--- config.mk ---
export PLATFORM = sky130hd
export DESIGN_NAME = abdcs_serial
export DESIGN_NICKNAME = d
export VERILOG_FILES = /design/src/pkg/abdcs_pkg.sv /design/src/pkg/abdcs_stream_if.sv /design/src/verilog/abdcs_serial.sv /design/src/verilog/abdcs_fifo.sv
export SDC_FILE = /design/constraint.sdc
export NUM_CORES = 1
export LEC_CHECK = 0
export ABC_AREA = 0
export BUFFER_PORTS_ARGS = -buffer_cell sky130_fd_sc_hd__clkbuf_2
export CAP_MARGIN = 15
export CORE_MARGIN = 2
export CORE_UTILIZATION = 30
export DETAILED_ROUTE_END_ITERATION = 12
export GPL_TIMING_DRIVEN = 0
export SLEW_MARGIN = 20
export SYNTH_ARGS = -nofsm -noshare
export SYNTH_HDL_FRONTEND = slang
export SYNTH_SLANG_ARGS = --single-unit
--- constraint.sdc ---
create_clock -name i_clk_sys -period 6.5 [get_ports i_clk_sys]
set_input_delay 0.325 -clock i_clk_sys [delete_from_list [all_inputs] [get_ports i_clk_sys]]
set_output_delay 0.325 -clock i_clk_sys [all_outputs]
set_load 0.05 [all_outputs]
--- src/pkg/abdcs_pkg.sv ---
// package of constants and types for the autobaud daisy-chain serial block
package abdcs_pkg;
    // ****************************************************************
    // clock and bit rates
    // ****************************************************************
    localparam int CLK_HZ = 250000000;
    localparam int BAUD_MIN = 300;
    localparam int BAUD_MAX = 9600;
    localparam int NUM_RATES = 6;
    // divider per bit for each rate, 300 baud first
    localparam int BIT_CYC_300 = CLK_HZ / 300;
    localparam int DIV_W = 20;
    localparam logic [7:0] CHAR_CR = 8'h0d;     // carriage return, 13 decimal
    localparam logic [7:0] CHAR_KILL = 8'h4b;   // kill command byte
    localparam int CHAIN_MAX = 10;
    localparam int DATA_BITS = 8;
    localparam int FIFO_DEPTH = 8;
    localparam int FIFO_W = 8;
    // measurement limits: a start bit far from every rate is refused
    localparam int MEAS_MAX = CLK_HZ / BAUD_MIN + CLK_HZ / BAUD_MIN / 4;
    localparam int MEAS_W = 21;
    localparam int SYNC_DEPTH = 3;

    typedef enum {
        ABDCS_HUNT,
        ABDCS_MEAS,
        ABDCS_CHECK,
        ABDCS_LOCK
    } abdcs_baud_e;

    typedef enum {
        ABDCS_RX_IDLE,
        ABDCS_RX_START,
        ABDCS_RX_DATA,
        ABDCS_RX_STOP
    } abdcs_rx_e;

    typedef enum {
        ABDCS_TX_IDLE,
        ABDCS_TX_SHIFT
    } abdcs_tx_e;

    // bit period of rate index k (0 = 300 baud .. 5 = 9600 baud)
    function automatic logic [DIV_W-1:0] abdcs_rate_div(input logic [2:0] k);
        abdcs_rate_div = DIV_W'(BIT_CYC_300 >> k);
    endfunction : abdcs_rate_div
endpackage : abdcs_pkg

--- src/pkg/abdcs_stream_if.sv ---
// byte stream carrier between the serial core and its fifo
`timescale 1ns/1ps
interface abdcs_stream_if #(parameter int W = 8);
    logic valid;
    logic ready;
    logic [W-1:0] data;
    modport src (output valid, output data, input ready);
    modport snk (input valid, input data, output ready);
endinterface : abdcs_stream_if

--- src/verilog/abdcs_serial.sv ---
// dual-channel autobaud serial front end with daisy-chain forwarding
`timescale 1ns/1ps
module abdcs_serial (
    input wire logic i_clk_sys,
    input wire logic i_sys_rst,
    input wire logic i_pri_rxd,
    output logic o_pri_txd,
    output logic o_sec_txd,
    input wire logic i_fault,
    output logic [7:0] o_cmd_data,
    output logic o_cmd_valid,
    input wire logic [7:0] i_resp_data,
    input wire logic i_resp_valid,
    output logic o_resp_ready,
    output logic o_rate_locked,
    output logic [2:0] o_rate_sel
);
    import abdcs_pkg::*;

    // ****************************************************************
    // input synchronisers
    // ****************************************************************
    logic [SYNC_DEPTH-1:0] rxd_sync_reg;
    logic [SYNC_DEPTH-1:0] flt_sync_reg;
    logic rxd_reg;
    logic flt_reg;
    logic flt_prev_reg;

    // three stages; a level change counts once stages two and three agree
    always_ff @(posedge i_clk_sys) begin
        if (i_sys_rst) begin
            rxd_sync_reg <= '1;
            flt_sync_reg <= '0;
            rxd_reg <= 1'b1;
            flt_reg <= 1'b0;
            flt_prev_reg <= 1'b0;
        end else begin
            rxd_sync_reg <= {rxd_sync_reg[1:0], i_pri_rxd};
            flt_sync_reg <= {flt_sync_reg[1:0], i_fault};
            if (rxd_sync_reg[1] == rxd_sync_reg[2]) begin
                rxd_reg <= rxd_sync_reg[2];
            end
            if (flt_sync_reg[1] == flt_sync_reg[2]) begin
                flt_reg <= flt_sync_reg[2];
            end
            flt_prev_reg <= flt_reg;
        end
    end

    // ****************************************************************
    // rate measurement on the carriage return
    // ****************************************************************
    // the carriage return starts with a start bit and data bit 0 = 1, so
    // the first low pulse is exactly one bit long: measure it and snap
    // to the nearest rate. a pulse nearer no rate is refused and we hunt again.
    abdcs_baud_e baud_state_reg;
    logic [MEAS_W-1:0] meas_reg;
    logic [2:0] rate_reg;
    logic locked_reg;
    logic [2:0] near_idx;
    logic near_ok;
    logic rx_done;
    logic [7:0] rx_byte_reg;
    logic rx_frame_ok_reg;

    // pick the rate whose period lies within a quarter of the measurement
    always_comb begin
        near_idx = 3'd0;
        near_ok = 1'b0;
        for (int k = 0; k < NUM_RATES; k++) begin
            if ((MEAS_W'(abdcs_rate_div(3'(k))) * 4 <= meas_reg * 5) &&
                (meas_reg * 4 <= MEAS_W'(abdcs_rate_div(3'(k))) * 5)) begin
                near_idx = 3'(k);
                near_ok = 1'b1;
            end
        end
    end

    // hunt, measure, confirm the byte, lock for good
    always_ff @(posedge i_clk_sys) begin
        if (i_sys_rst) begin
            baud_state_reg <= ABDCS_HUNT;
            meas_reg <= '0;
            rate_reg <= 3'd0;
            locked_reg <= 1'b0;
        end else begin
            case (baud_state_reg)
                ABDCS_HUNT: begin
                    meas_reg <= '0;
                    if (!rxd_reg) begin
                        baud_state_reg <= ABDCS_MEAS;
                    end
                end
                ABDCS_MEAS: begin
                    if (rxd_reg) begin
                        if (near_ok) begin
                            rate_reg <= near_idx;
                            baud_state_reg <= ABDCS_CHECK;
                        end else begin
                            baud_state_reg <= ABDCS_HUNT;
                        end
                    end else if (meas_reg == MEAS_W'(MEAS_MAX)) begin
                        baud_state_reg <= ABDCS_HUNT; // line stuck low
                    end else begin
                        meas_reg <= meas_reg + 1'b1;
                    end
                end
                ABDCS_CHECK: begin
                    // receiver decodes the rest of the frame at the trial rate
                    if (rx_done) begin
                        // frame_ok lands one edge late, so read the stop level itself
                        if (rxd_reg && rx_byte_reg == CHAR_CR) begin
                            locked_reg <= 1'b1;
                            baud_state_reg <= ABDCS_LOCK;
                        end else begin
                            baud_state_reg <= ABDCS_HUNT;
                        end
                    end
                end
                ABDCS_LOCK: begin
                    baud_state_reg <= ABDCS_LOCK;
                end
                default: baud_state_reg <= ABDCS_HUNT;
            endcase
        end
    end

    // ****************************************************************
    // primary receiver, 8n1
    // ****************************************************************
    // during CHECK the receiver joins the frame already past the start bit
    abdcs_rx_e rx_state_reg;
    logic [DIV_W-1:0] rx_cnt_reg;
    logic [3:0] rx_bit_reg;
    logic [DIV_W-1:0] bit_div;
    logic rx_enable;
    logic cr_seen;

    assign bit_div = abdcs_rate_div(rate_reg);
    assign rx_enable = locked_reg || baud_state_reg == ABDCS_CHECK;
    assign rx_done = (rx_state_reg == ABDCS_RX_STOP) && (rx_cnt_reg == '0);

    always_ff @(posedge i_clk_sys) begin
        if (i_sys_rst) begin
            rx_state_reg <= ABDCS_RX_IDLE;
            rx_cnt_reg <= '0;
            rx_bit_reg <= '0;
            rx_byte_reg <= '0;
            rx_frame_ok_reg <= 1'b0;
        end else begin
            case (rx_state_reg)
                ABDCS_RX_IDLE: begin
                    if (baud_state_reg == ABDCS_MEAS && rxd_reg && near_ok) begin
                        // start bit just ended; bit 0 centre lies half a bit on
                        rx_state_reg <= ABDCS_RX_DATA;
                        rx_cnt_reg <= abdcs_rate_div(near_idx) >> 1;
                        rx_bit_reg <= '0;
                    end else if (locked_reg && !rxd_reg) begin
                        rx_state_reg <= ABDCS_RX_START;
                        rx_cnt_reg <= bit_div >> 1;
                    end
                end
                ABDCS_RX_START: begin
                    if (rx_cnt_reg != '0) begin
                        rx_cnt_reg <= rx_cnt_reg - 1'b1;
                    end else if (rxd_reg) begin
                        rx_state_reg <= ABDCS_RX_IDLE; // glitch, not a start bit
                    end else begin
                        rx_state_reg <= ABDCS_RX_DATA;
                        rx_cnt_reg <= bit_div - 1'b1;
                        rx_bit_reg <= '0;
                    end
                end
                ABDCS_RX_DATA: begin
                    if (rx_cnt_reg != '0) begin
                        rx_cnt_reg <= rx_cnt_reg - 1'b1;
                    end else begin
                        rx_byte_reg <= {rxd_reg, rx_byte_reg[7:1]};
                        rx_cnt_reg <= bit_div - 1'b1;
                        if (rx_bit_reg == 4'(DATA_BITS - 1)) begin
                            rx_state_reg <= ABDCS_RX_STOP;
                        end else begin
                            rx_bit_reg <= rx_bit_reg + 1'b1;
                        end
                    end
                end
                ABDCS_RX_STOP: begin
                    if (rx_cnt_reg != '0) begin
                        rx_cnt_reg <= rx_cnt_reg - 1'b1;
                    end else begin
                        rx_frame_ok_reg <= rxd_reg; // stop bit must be high
                        rx_state_reg <= ABDCS_RX_IDLE;
                    end
                end
                default: rx_state_reg <= ABDCS_RX_IDLE;
            endcase
        end
    end

    // frame_ok lands one cycle after the stop sample; flag the byte then
    logic rx_done_d_reg;
    logic [7:0] cmd_data_reg;
    logic cmd_valid_reg;
    always_ff @(posedge i_clk_sys) begin
        if (i_sys_rst) begin
            rx_done_d_reg <= 1'b0;
        end else begin
            rx_done_d_reg <= rx_done && locked_reg;
        end
    end
    assign cr_seen = rx_done_d_reg && rx_frame_ok_reg;

    // ****************************************************************
    // command delivery and forwarding down the chain
    // ****************************************************************
    abdcs_stream_if #(.W(FIFO_W)) fwd_in ();
    abdcs_stream_if #(.W(FIFO_W)) fwd_out ();
    logic kill_pend_reg;
    logic fault_rise;

    assign fault_rise = flt_reg && !flt_prev_reg;

    // host command to core; one-cycle pulse, data held until the next byte
    always_ff @(posedge i_clk_sys) begin
        if (i_sys_rst) begin
            cmd_data_reg <= '0;
            cmd_valid_reg <= 1'b0;
        end else begin
            cmd_valid_reg <= cr_seen;
            if (cr_seen) begin
                cmd_data_reg <= rx_byte_reg;
            end
        end
    end

    // kill wins the fifo slot; a byte arriving then waits one cycle in
    // a single holding slot. a host byte that finds the fifo full waits
    // there, and is lost only if the next byte arrives before it is taken.
    logic [7:0] hold_data_reg;
    logic hold_valid_reg;
    always_ff @(posedge i_clk_sys) begin
        if (i_sys_rst) begin
            kill_pend_reg <= 1'b0;
            hold_valid_reg <= 1'b0;
            hold_data_reg <= '0;
        end else begin
            if (fault_rise) begin
                kill_pend_reg <= 1'b1;
            end else if (fwd_in.ready && kill_pend_reg) begin
                kill_pend_reg <= 1'b0;
            end
            if (cr_seen) begin
                hold_valid_reg <= 1'b1;
                hold_data_reg <= rx_byte_reg;
            end else if (fwd_in.ready && !kill_pend_reg) begin
                hold_valid_reg <= 1'b0;
            end
        end
    end
    // a received kill from upstream is forwarded as any other byte, so it
    // relays down every unit of the chain
    assign fwd_in.valid = kill_pend_reg || hold_valid_reg;
    assign fwd_in.data = kill_pend_reg ? CHAR_KILL : hold_data_reg;

    abdcs_fifo #(.WIDTH(FIFO_W), .DEPTH(FIFO_DEPTH)) u_fwd_fifo (
        .i_clk_sys(i_clk_sys),
        .i_sys_rst(i_sys_rst),
        .s_in(fwd_in.snk),
        .s_out(fwd_out.src)
    );

    // ****************************************************************
    // transmitters, one per channel
    // ****************************************************************
    // index 0 = primary responses, index 1 = secondary forwarding
    logic [1:0] tx_load;
    logic [1:0] tx_busy;
    logic [1:0] tx_line;
    logic [7:0] tx_src [2];
    assign tx_src[0] = i_resp_data;
    assign tx_src[1] = fwd_out.data;
    assign tx_load[0] = locked_reg && i_resp_valid && !tx_busy[0];
    assign tx_load[1] = locked_reg && fwd_out.valid && !tx_busy[1];
    assign o_resp_ready = tx_load[0];
    assign fwd_out.ready = tx_load[1];

    generate
        for (genvar c = 0; c < 2; c++) begin : g_tx
            abdcs_tx_e st_reg;
            logic [9:0] sh_reg;
            logic [3:0] n_reg;
            logic [DIV_W-1:0] cnt_reg;
            assign tx_busy[c] = (st_reg != ABDCS_TX_IDLE);
            assign tx_line[c] = sh_reg[0];
            // both channels share the locked divider, so a chain of units
            // all run at the host's rate with no accumulated drift
            always_ff @(posedge i_clk_sys) begin
                if (i_sys_rst) begin
                    st_reg <= ABDCS_TX_IDLE;
                    sh_reg <= '1;
                    n_reg <= '0;
                    cnt_reg <= '0;
                end else begin
                    case (st_reg)
                        ABDCS_TX_IDLE: begin
                            if (tx_load[c]) begin
                                sh_reg <= {1'b1, tx_src[c], 1'b0};
                                cnt_reg <= bit_div - 1'b1;
                                n_reg <= '0;
                                st_reg <= ABDCS_TX_SHIFT;
                            end
                        end
                        ABDCS_TX_SHIFT: begin
                            if (cnt_reg != '0) begin
                                cnt_reg <= cnt_reg - 1'b1;
                            end else if (n_reg == 4'(DATA_BITS + 1)) begin
                                st_reg <= ABDCS_TX_IDLE;
                            end else begin
                                sh_reg <= {1'b1, sh_reg[9:1]};
                                n_reg <= n_reg + 1'b1;
                                cnt_reg <= bit_div - 1'b1;
                            end
                        end
                        default: st_reg <= ABDCS_TX_IDLE;
                    endcase
                end
            end
        end
    endgenerate

    // line outputs from flip-flops, idle high
    always_ff @(posedge i_clk_sys) begin
        if (i_sys_rst) begin
            o_pri_txd <= 1'b1;
            o_sec_txd <= 1'b1;
        end else begin
            o_pri_txd <= tx_line[0];
            o_sec_txd <= tx_line[1];
        end
    end

    assign o_cmd_data = cmd_data_reg;
    assign o_cmd_valid = cmd_valid_reg;
    assign o_rate_locked = locked_reg;
    assign o_rate_sel = rate_reg;

    // ****************************************************************
    // checks
    // ****************************************************************
    property p_lock_needs_cr;
        @(posedge i_clk_sys) disable iff (i_sys_rst)
        $rose(locked_reg) |-> $past(rx_byte_reg) == CHAR_CR;
    endproperty
    a_lock_needs_cr: assert property (p_lock_needs_cr) else $error("lock without cr");
    property p_lock_stays;
        @(posedge i_clk_sys) disable iff (i_sys_rst)
        locked_reg |=> locked_reg && $stable(rate_reg);
    endproperty
    a_lock_stays: assert property (p_lock_stays) else $error("rate changed after lock");
    property p_rate_range;
        @(posedge i_clk_sys) disable iff (i_sys_rst)
        locked_reg |-> rate_reg < 3'(NUM_RATES);
    endproperty
    a_rate_range: assert property (p_rate_range) else $error("rate out of range");
    property p_no_tx_unlocked;
        @(posedge i_clk_sys) disable iff (i_sys_rst)
        !locked_reg |-> ##1 (o_pri_txd && o_sec_txd);
    endproperty
    a_no_tx_unlocked: assert property (p_no_tx_unlocked) else $error("tx before lock");
    property p_fwd_cmd;
        @(posedge i_clk_sys) disable iff (i_sys_rst)
        cr_seen |=> hold_valid_reg && hold_data_reg == $past(rx_byte_reg);
    endproperty
    a_fwd_cmd: assert property (p_fwd_cmd) else $error("command not forwarded");
    property p_kill;
        @(posedge i_clk_sys) disable iff (i_sys_rst)
        fault_rise |=> kill_pend_reg;
    endproperty
    a_kill: assert property (p_kill) else $error("fault did not queue kill");
    property p_cmd_pulse;
        @(posedge i_clk_sys) disable iff (i_sys_rst)
        cr_seen |=> o_cmd_valid && o_cmd_data == $past(rx_byte_reg);
    endproperty
    a_cmd_pulse: assert property (p_cmd_pulse) else $error("command not delivered");
    property p_start_bit;
        @(posedge i_clk_sys) disable iff (i_sys_rst)
        tx_load[1] |=> ##1 !o_sec_txd;
    endproperty
    a_start_bit: assert property (p_start_bit) else $error("no start bit");
endmodule : abdcs_serial

--- src/verilog/abdcs_fifo.sv ---
// small flip-flop fifo with valid and ready on both sides
`timescale 1ns/1ps
module abdcs_fifo #(
    parameter int WIDTH = 8,
    parameter int DEPTH = 8
) (
    input wire logic i_clk_sys,
    input wire logic i_sys_rst,
    abdcs_stream_if.snk s_in,
    abdcs_stream_if.src s_out
);
    localparam int AW = $clog2(DEPTH);
    logic [WIDTH-1:0] mem_reg [DEPTH];
    logic [AW-1:0] wr_ptr_reg;
    logic [AW-1:0] rd_ptr_reg;
    logic [AW:0] count_reg;
    logic push;
    logic pop;

    // honest full and empty straight from the count
    assign s_in.ready = (count_reg != (AW+1)'(DEPTH));
    assign s_out.valid = (count_reg != '0);
    assign s_out.data = mem_reg[rd_ptr_reg];
    assign push = s_in.valid && s_in.ready;
    assign pop = s_out.valid && s_out.ready;

    // storage write
    always_ff @(posedge i_clk_sys) begin
        if (push) begin
            mem_reg[wr_ptr_reg] <= s_in.data;
        end
    end

    // pointers wrap by depth, depth need not be a power of two
    always_ff @(posedge i_clk_sys) begin
        if (i_sys_rst) begin
            wr_ptr_reg <= '0;
            rd_ptr_reg <= '0;
            count_reg <= '0;
        end else begin
            if (push) begin
                wr_ptr_reg <= (wr_ptr_reg == AW'(DEPTH - 1)) ? '0 : wr_ptr_reg + 1'b1;
            end
            if (pop) begin
                rd_ptr_reg <= (rd_ptr_reg == AW'(DEPTH - 1)) ? '0 : rd_ptr_reg + 1'b1;
            end
            count_reg <= count_reg + (AW+1)'(push) - (AW+1)'(pop);
        end
    end

    property p_no_overflow;
        @(posedge i_clk_sys) disable iff (i_sys_rst)
        count_reg == (AW+1)'(DEPTH) |-> !s_in.ready;
    endproperty
    a_no_overflow: assert property (p_no_overflow) else $error("fifo takes data while full");
endmodule : abdcs_fifo

==> impl_metrics.env <==
export IMPL_warnings_synthesis=0
export IMPL_final_setup_viol_count=0
export IMPL_num_antenna_cells=0
export IMPL_ioPinCount=29
export IMPL_via_count=12500
export IMPL_final_max_slew_violation_count=0
export IMPL_rsz0062_at_grt="false"
export IMPL_critical_path_max_stage_delay_ns=0.59
export IMPL_grt_pass1_wl_um=67100
export IMPL_worstSkewPairLatency_ns=0.55
export IMPL_most_common_layout_cells="167 x sky130_fd_sc_hd__nand2_1, 166 x sky130_fd_sc_hd__dfxtp_1, 159 x sky130_fd_sc_hd__nor2_1, 127 x sky130_fd_sc_hd__a21oi_1, 79 x sky130_fd_sc_hd__o21ai_0"
export IMPL_n_fill_cell=4771
export IMPL_path_clk_slew_ns=0.06
export IMPL_holdWs_ns=0.0382
export IMPL_rows=78
export IMPL_path_common_cell="sky130_fd_sc_hd__ha_1"
export IMPL_syn_to_final_growth_pct=13.5
export IMPL_die_width_um=219
export IMPL_setup_worst_path_end_class="register"
export IMPL_synth_flop_cell="sky130_fd_sc_hd__dfxtp_1"
export IMPL_timing_slew_headroom_pct=26.8
export IMPL_hold_path_class="input port to register"
export IMPL_cts_made_buffers=26
export IMPL_remaining_drc_errors=0
export IMPL_fmaxAchievable_mhz=169
export IMPL_synth_edff_count=64
export IMPL_initial_antenna_violation_count=0
export IMPL_crit_buf_inv=3
export IMPL_final_common_cell="sky130_fd_sc_hd__nand2_1"
export IMPL_ys_async_sr_fraction_pct=0
export IMPL_routed_wirelength_normalized_by_instance_count_um=18.7
export IMPL_worst_path_dominant_cell_family="compound AO/OA/AOI/OAI gates"
export IMPL_ant_nets=0
export IMPL_die_area_um2=47900
export IMPL_run_status="finished clean"
export IMPL_cp_data_required_time_ns=6.93
export IMPL_drt_total_wl_um=42000
export IMPL_final_setup_tns_ns=0
export IMPL_period_minus_slack_ns=5.91
export IMPL_critPathSlowestCell="sky130_fd_sc_hd__or4_4"
export IMPL_post_route_period_util_pct=90.9
export IMPL_numClockSinks=230
export IMPL_power_per_cell_area_nw_per_um2=193
export IMPL_vias_per_cell=5.57
export IMPL_globalplace_congestion=0.921
export IMPL_synth_distinct_cells=101
export IMPL_power_ir_vdd_worst_uv=179
export IMPL_core_area_um2=45500
export IMPL_final_hold_viol_count=0
export IMPL_cts_root_to_sink_buffers=3
export IMPL_timing_critical_path_arrival_ns=6.34
export IMPL_share_of_the_yosys_chip_area_belonging_to_registers_pct=37.9
export IMPL_initial_cell_density_of_the_core_pct=30.5
export IMPL_hpwl_um=31300
export IMPL_crit_fanout=10
export IMPL_largest_reg_flops=64
export IMPL_power_leakage_nw=5.65
export IMPL_grt_remaining_overflow=0
export IMPL_share_of_final_layout_standard_cells_stronger_than_drive_strength_1_pct=10.0
export IMPL_portBuffers=27
export IMPL_grt_start_max_net_pins=15
export IMPL_first_pass_iters=5
export IMPL_chipHeight_um=219
export IMPL_synthCells=1573
export IMPL_global_route_usage_total_pct=17.4
export IMPL_worst_setup_path_start_kind="register"
export IMPL_criticalPathCategory="register to register"
export IMPL_cts_post_setup_buffers_inserted=0
export IMPL_grt_pass1_vias=12000
export IMPL_postSynthRegisterBits=230
export IMPL_mappedNetlistNets=1666
export IMPL_syn_cell_area_um2=13900
export IMPL_drtIter0Drc=1267
export IMPL_max_cap_violations=0
export IMPL_clock_tree_from_tritoncts="done"
export IMPL_per_instance_average_area_after_synthesis_um2=8.81
export IMPL_finClkSkew_ns=0.0128
export IMPL_cts_root_buffer="sky130_fd_sc_hd__clkbuf_16"
export IMPL_ctsHtreeMaxLevel=1
export IMPL_critical_path_cell_chain="ha_1, ha_1, inv_1, fa_1, nor2b_1, o2111ai_2, a211oi_2, a211oi_2, xnor2_1, or4_4, o31a_1, nor2_1, clkbuf_1, and2_1, inv_1, ha_1, and2_1, a2111oi_0, o21ai_0, a31o_2"
export IMPL_finish_net_count=1728
export IMPL_actual_transition_at_the_worst_max_transition_pin_ns=1.09
[tightest hold or removal path: stages]
cell and delay [ns]:
sky130_fd_sc_hd__clkbuf_2 0.09, sky130_fd_sc_hd__o22ai_1 0.08, sky130_fd_sc_hd__nand2_1 0.06
[stage by stage]
step | total power, mW | setup WS [ns] | instances | utilization [%] | instance area, µm²
after floorplan | 1.52 | 1.64 | 1573 | - | 13900
after global placement | 1.54 | 0.742 | 2200 | 32.4 | 14700
after detailed placement | 1.54 | 0.719 | 2205 | 32.6 | 14800
after CTS | 3.07 | 0.670 | 2252 | 34.6 | 15700
after global routing | 3.12 | 0.114 | 2252 | 34.6 | 15700
final | 3.04 | 0.592 | 2252 | 34.6 | 15700
[synthesized netlist by cell type, types with 9 or more instances]
library cell | number | area, µm²
sky130_fd_sc_hd__or3_1 | 16 | 100
sky130_fd_sc_hd__a221oi_1 | 9 | 78.8
sky130_fd_sc_hd__nand3_1 | 49 | 245
sky130_fd_sc_hd__nor3_1 | 41 | 205
sky130_fd_sc_hd__nand3b_1 | 11 | 82.6
sky130_fd_sc_hd__and3_1 | 19 | 119
sky130_fd_sc_hd__dfxtp_1 | 166 | 3320
sky130_fd_sc_hd__a311oi_1 | 14 | 123
sky130_fd_sc_hd__or2_2 | 13 | 81.3
sky130_fd_sc_hd__nand4_1 | 19 | 119
sky130_fd_sc_hd__ha_1 | 78 | 976
sky130_fd_sc_hd__edfxtp_1 | 64 | 1920
sky130_fd_sc_hd__nand2_1 | 167 | 627
sky130_fd_sc_hd__o211ai_1 | 24 | 180
sky130_fd_sc_hd__o21ai_0 | 79 | 395
sky130_fd_sc_hd__clkbuf_1 | 69 | 259
sky130_fd_sc_hd__and2_1 | 10 | 62.6
sky130_fd_sc_hd__a21o_1 | 10 | 75.1
sky130_fd_sc_hd__a21oi_1 | 127 | 636
sky130_fd_sc_hd__mux2i_1 | 22 | 220
sky130_fd_sc_hd__inv_1 | 48 | 180
sky130_fd_sc_hd__xor2_1 | 27 | 236
sky130_fd_sc_hd__nor2b_1 | 17 | 106
sky130_fd_sc_hd__a31oi_1 | 17 | 106
sky130_fd_sc_hd__xnor2_1 | 21 | 184
sky130_fd_sc_hd__nor4_1 | 16 | 100
sky130_fd_sc_hd__o21a_1 | 12 | 90.1
sky130_fd_sc_hd__mux4_2 | 16 | 360
sky130_fd_sc_hd__nor2_1 | 159 | 597
sky130_fd_sc_hd__a211oi_1 | 24 | 180
sky130_fd_sc_hd__a22oi_1 | 15 | 113
[what timing repair did]
| action | CTS | global route |
|---|---|---|
| resized for setup | 0 | 0 |
| hold buffers | 2 | 0 |
| endpoints found under the hold margin | 2 | 0 |
[layout make-up]
type / instances / area (µm²) / area share [%]
Multi-Input combinational cell: 1202 / 8020 / 51.0
Inverter: 48 / 180 / 1.15
Sequential cell: 230 / 5250 / 33.4
Clock buffer: 37 / 744 / 4.74
Tap cell: 600 / 751 / 4.78
Clock inverter: 8 / 140 / 0.891
Timing Repair Buffer: 34 / 190 / 1.21
Buffer: 93 / 455 / 2.90
[path summary, 6_finish.rpt]
check,end,cells past startpoint,from,slack (ns)
worst max-delay path,rx_cnt_reg[14],20,meas_reg[1],0.59
worst min-delay path,g_tx[0].sh_reg[8],3,i_resp_data[7],0.04
worst max register to register,rx_cnt_reg[14],20,meas_reg[1],0.59
worst min register to register,rxd_sync_reg[1],1,rxd_sync_reg[0],0.41
[metal layers]
metal,GRT usage (%),vias up,share of wire [%]
li1,-,5994,-
met5,0,-,0
met4,4.62,0,2.6
met3,2.61,81,6.7
met1,25.1,6004,47
met2,27.1,456,43
[power breakdown]
| part | switching [mW] | total [mW] | internal, mW |
|---|---|---|---|
| logic | 0.0332 | 0.0429 | 0.00974 |
| clock network | 0.609 | 1.53 | 0.916 |
| registers | 0.000614 | 1.47 | 1.47 |
[cell families after synthesis]
family                   share of synthesized area (%)
flip-flops                                        37.9
adder cells (fa/ha/maj)                           7.33
AND/OR/NAND/NOR                                   20.3
buffers and inverters                             4.59
AO/OA/AOI/OAI                                     22.6
XOR/XNOR                                          3.04
multiplexers                                      4.27
Power figures use the tool's default switching activity.
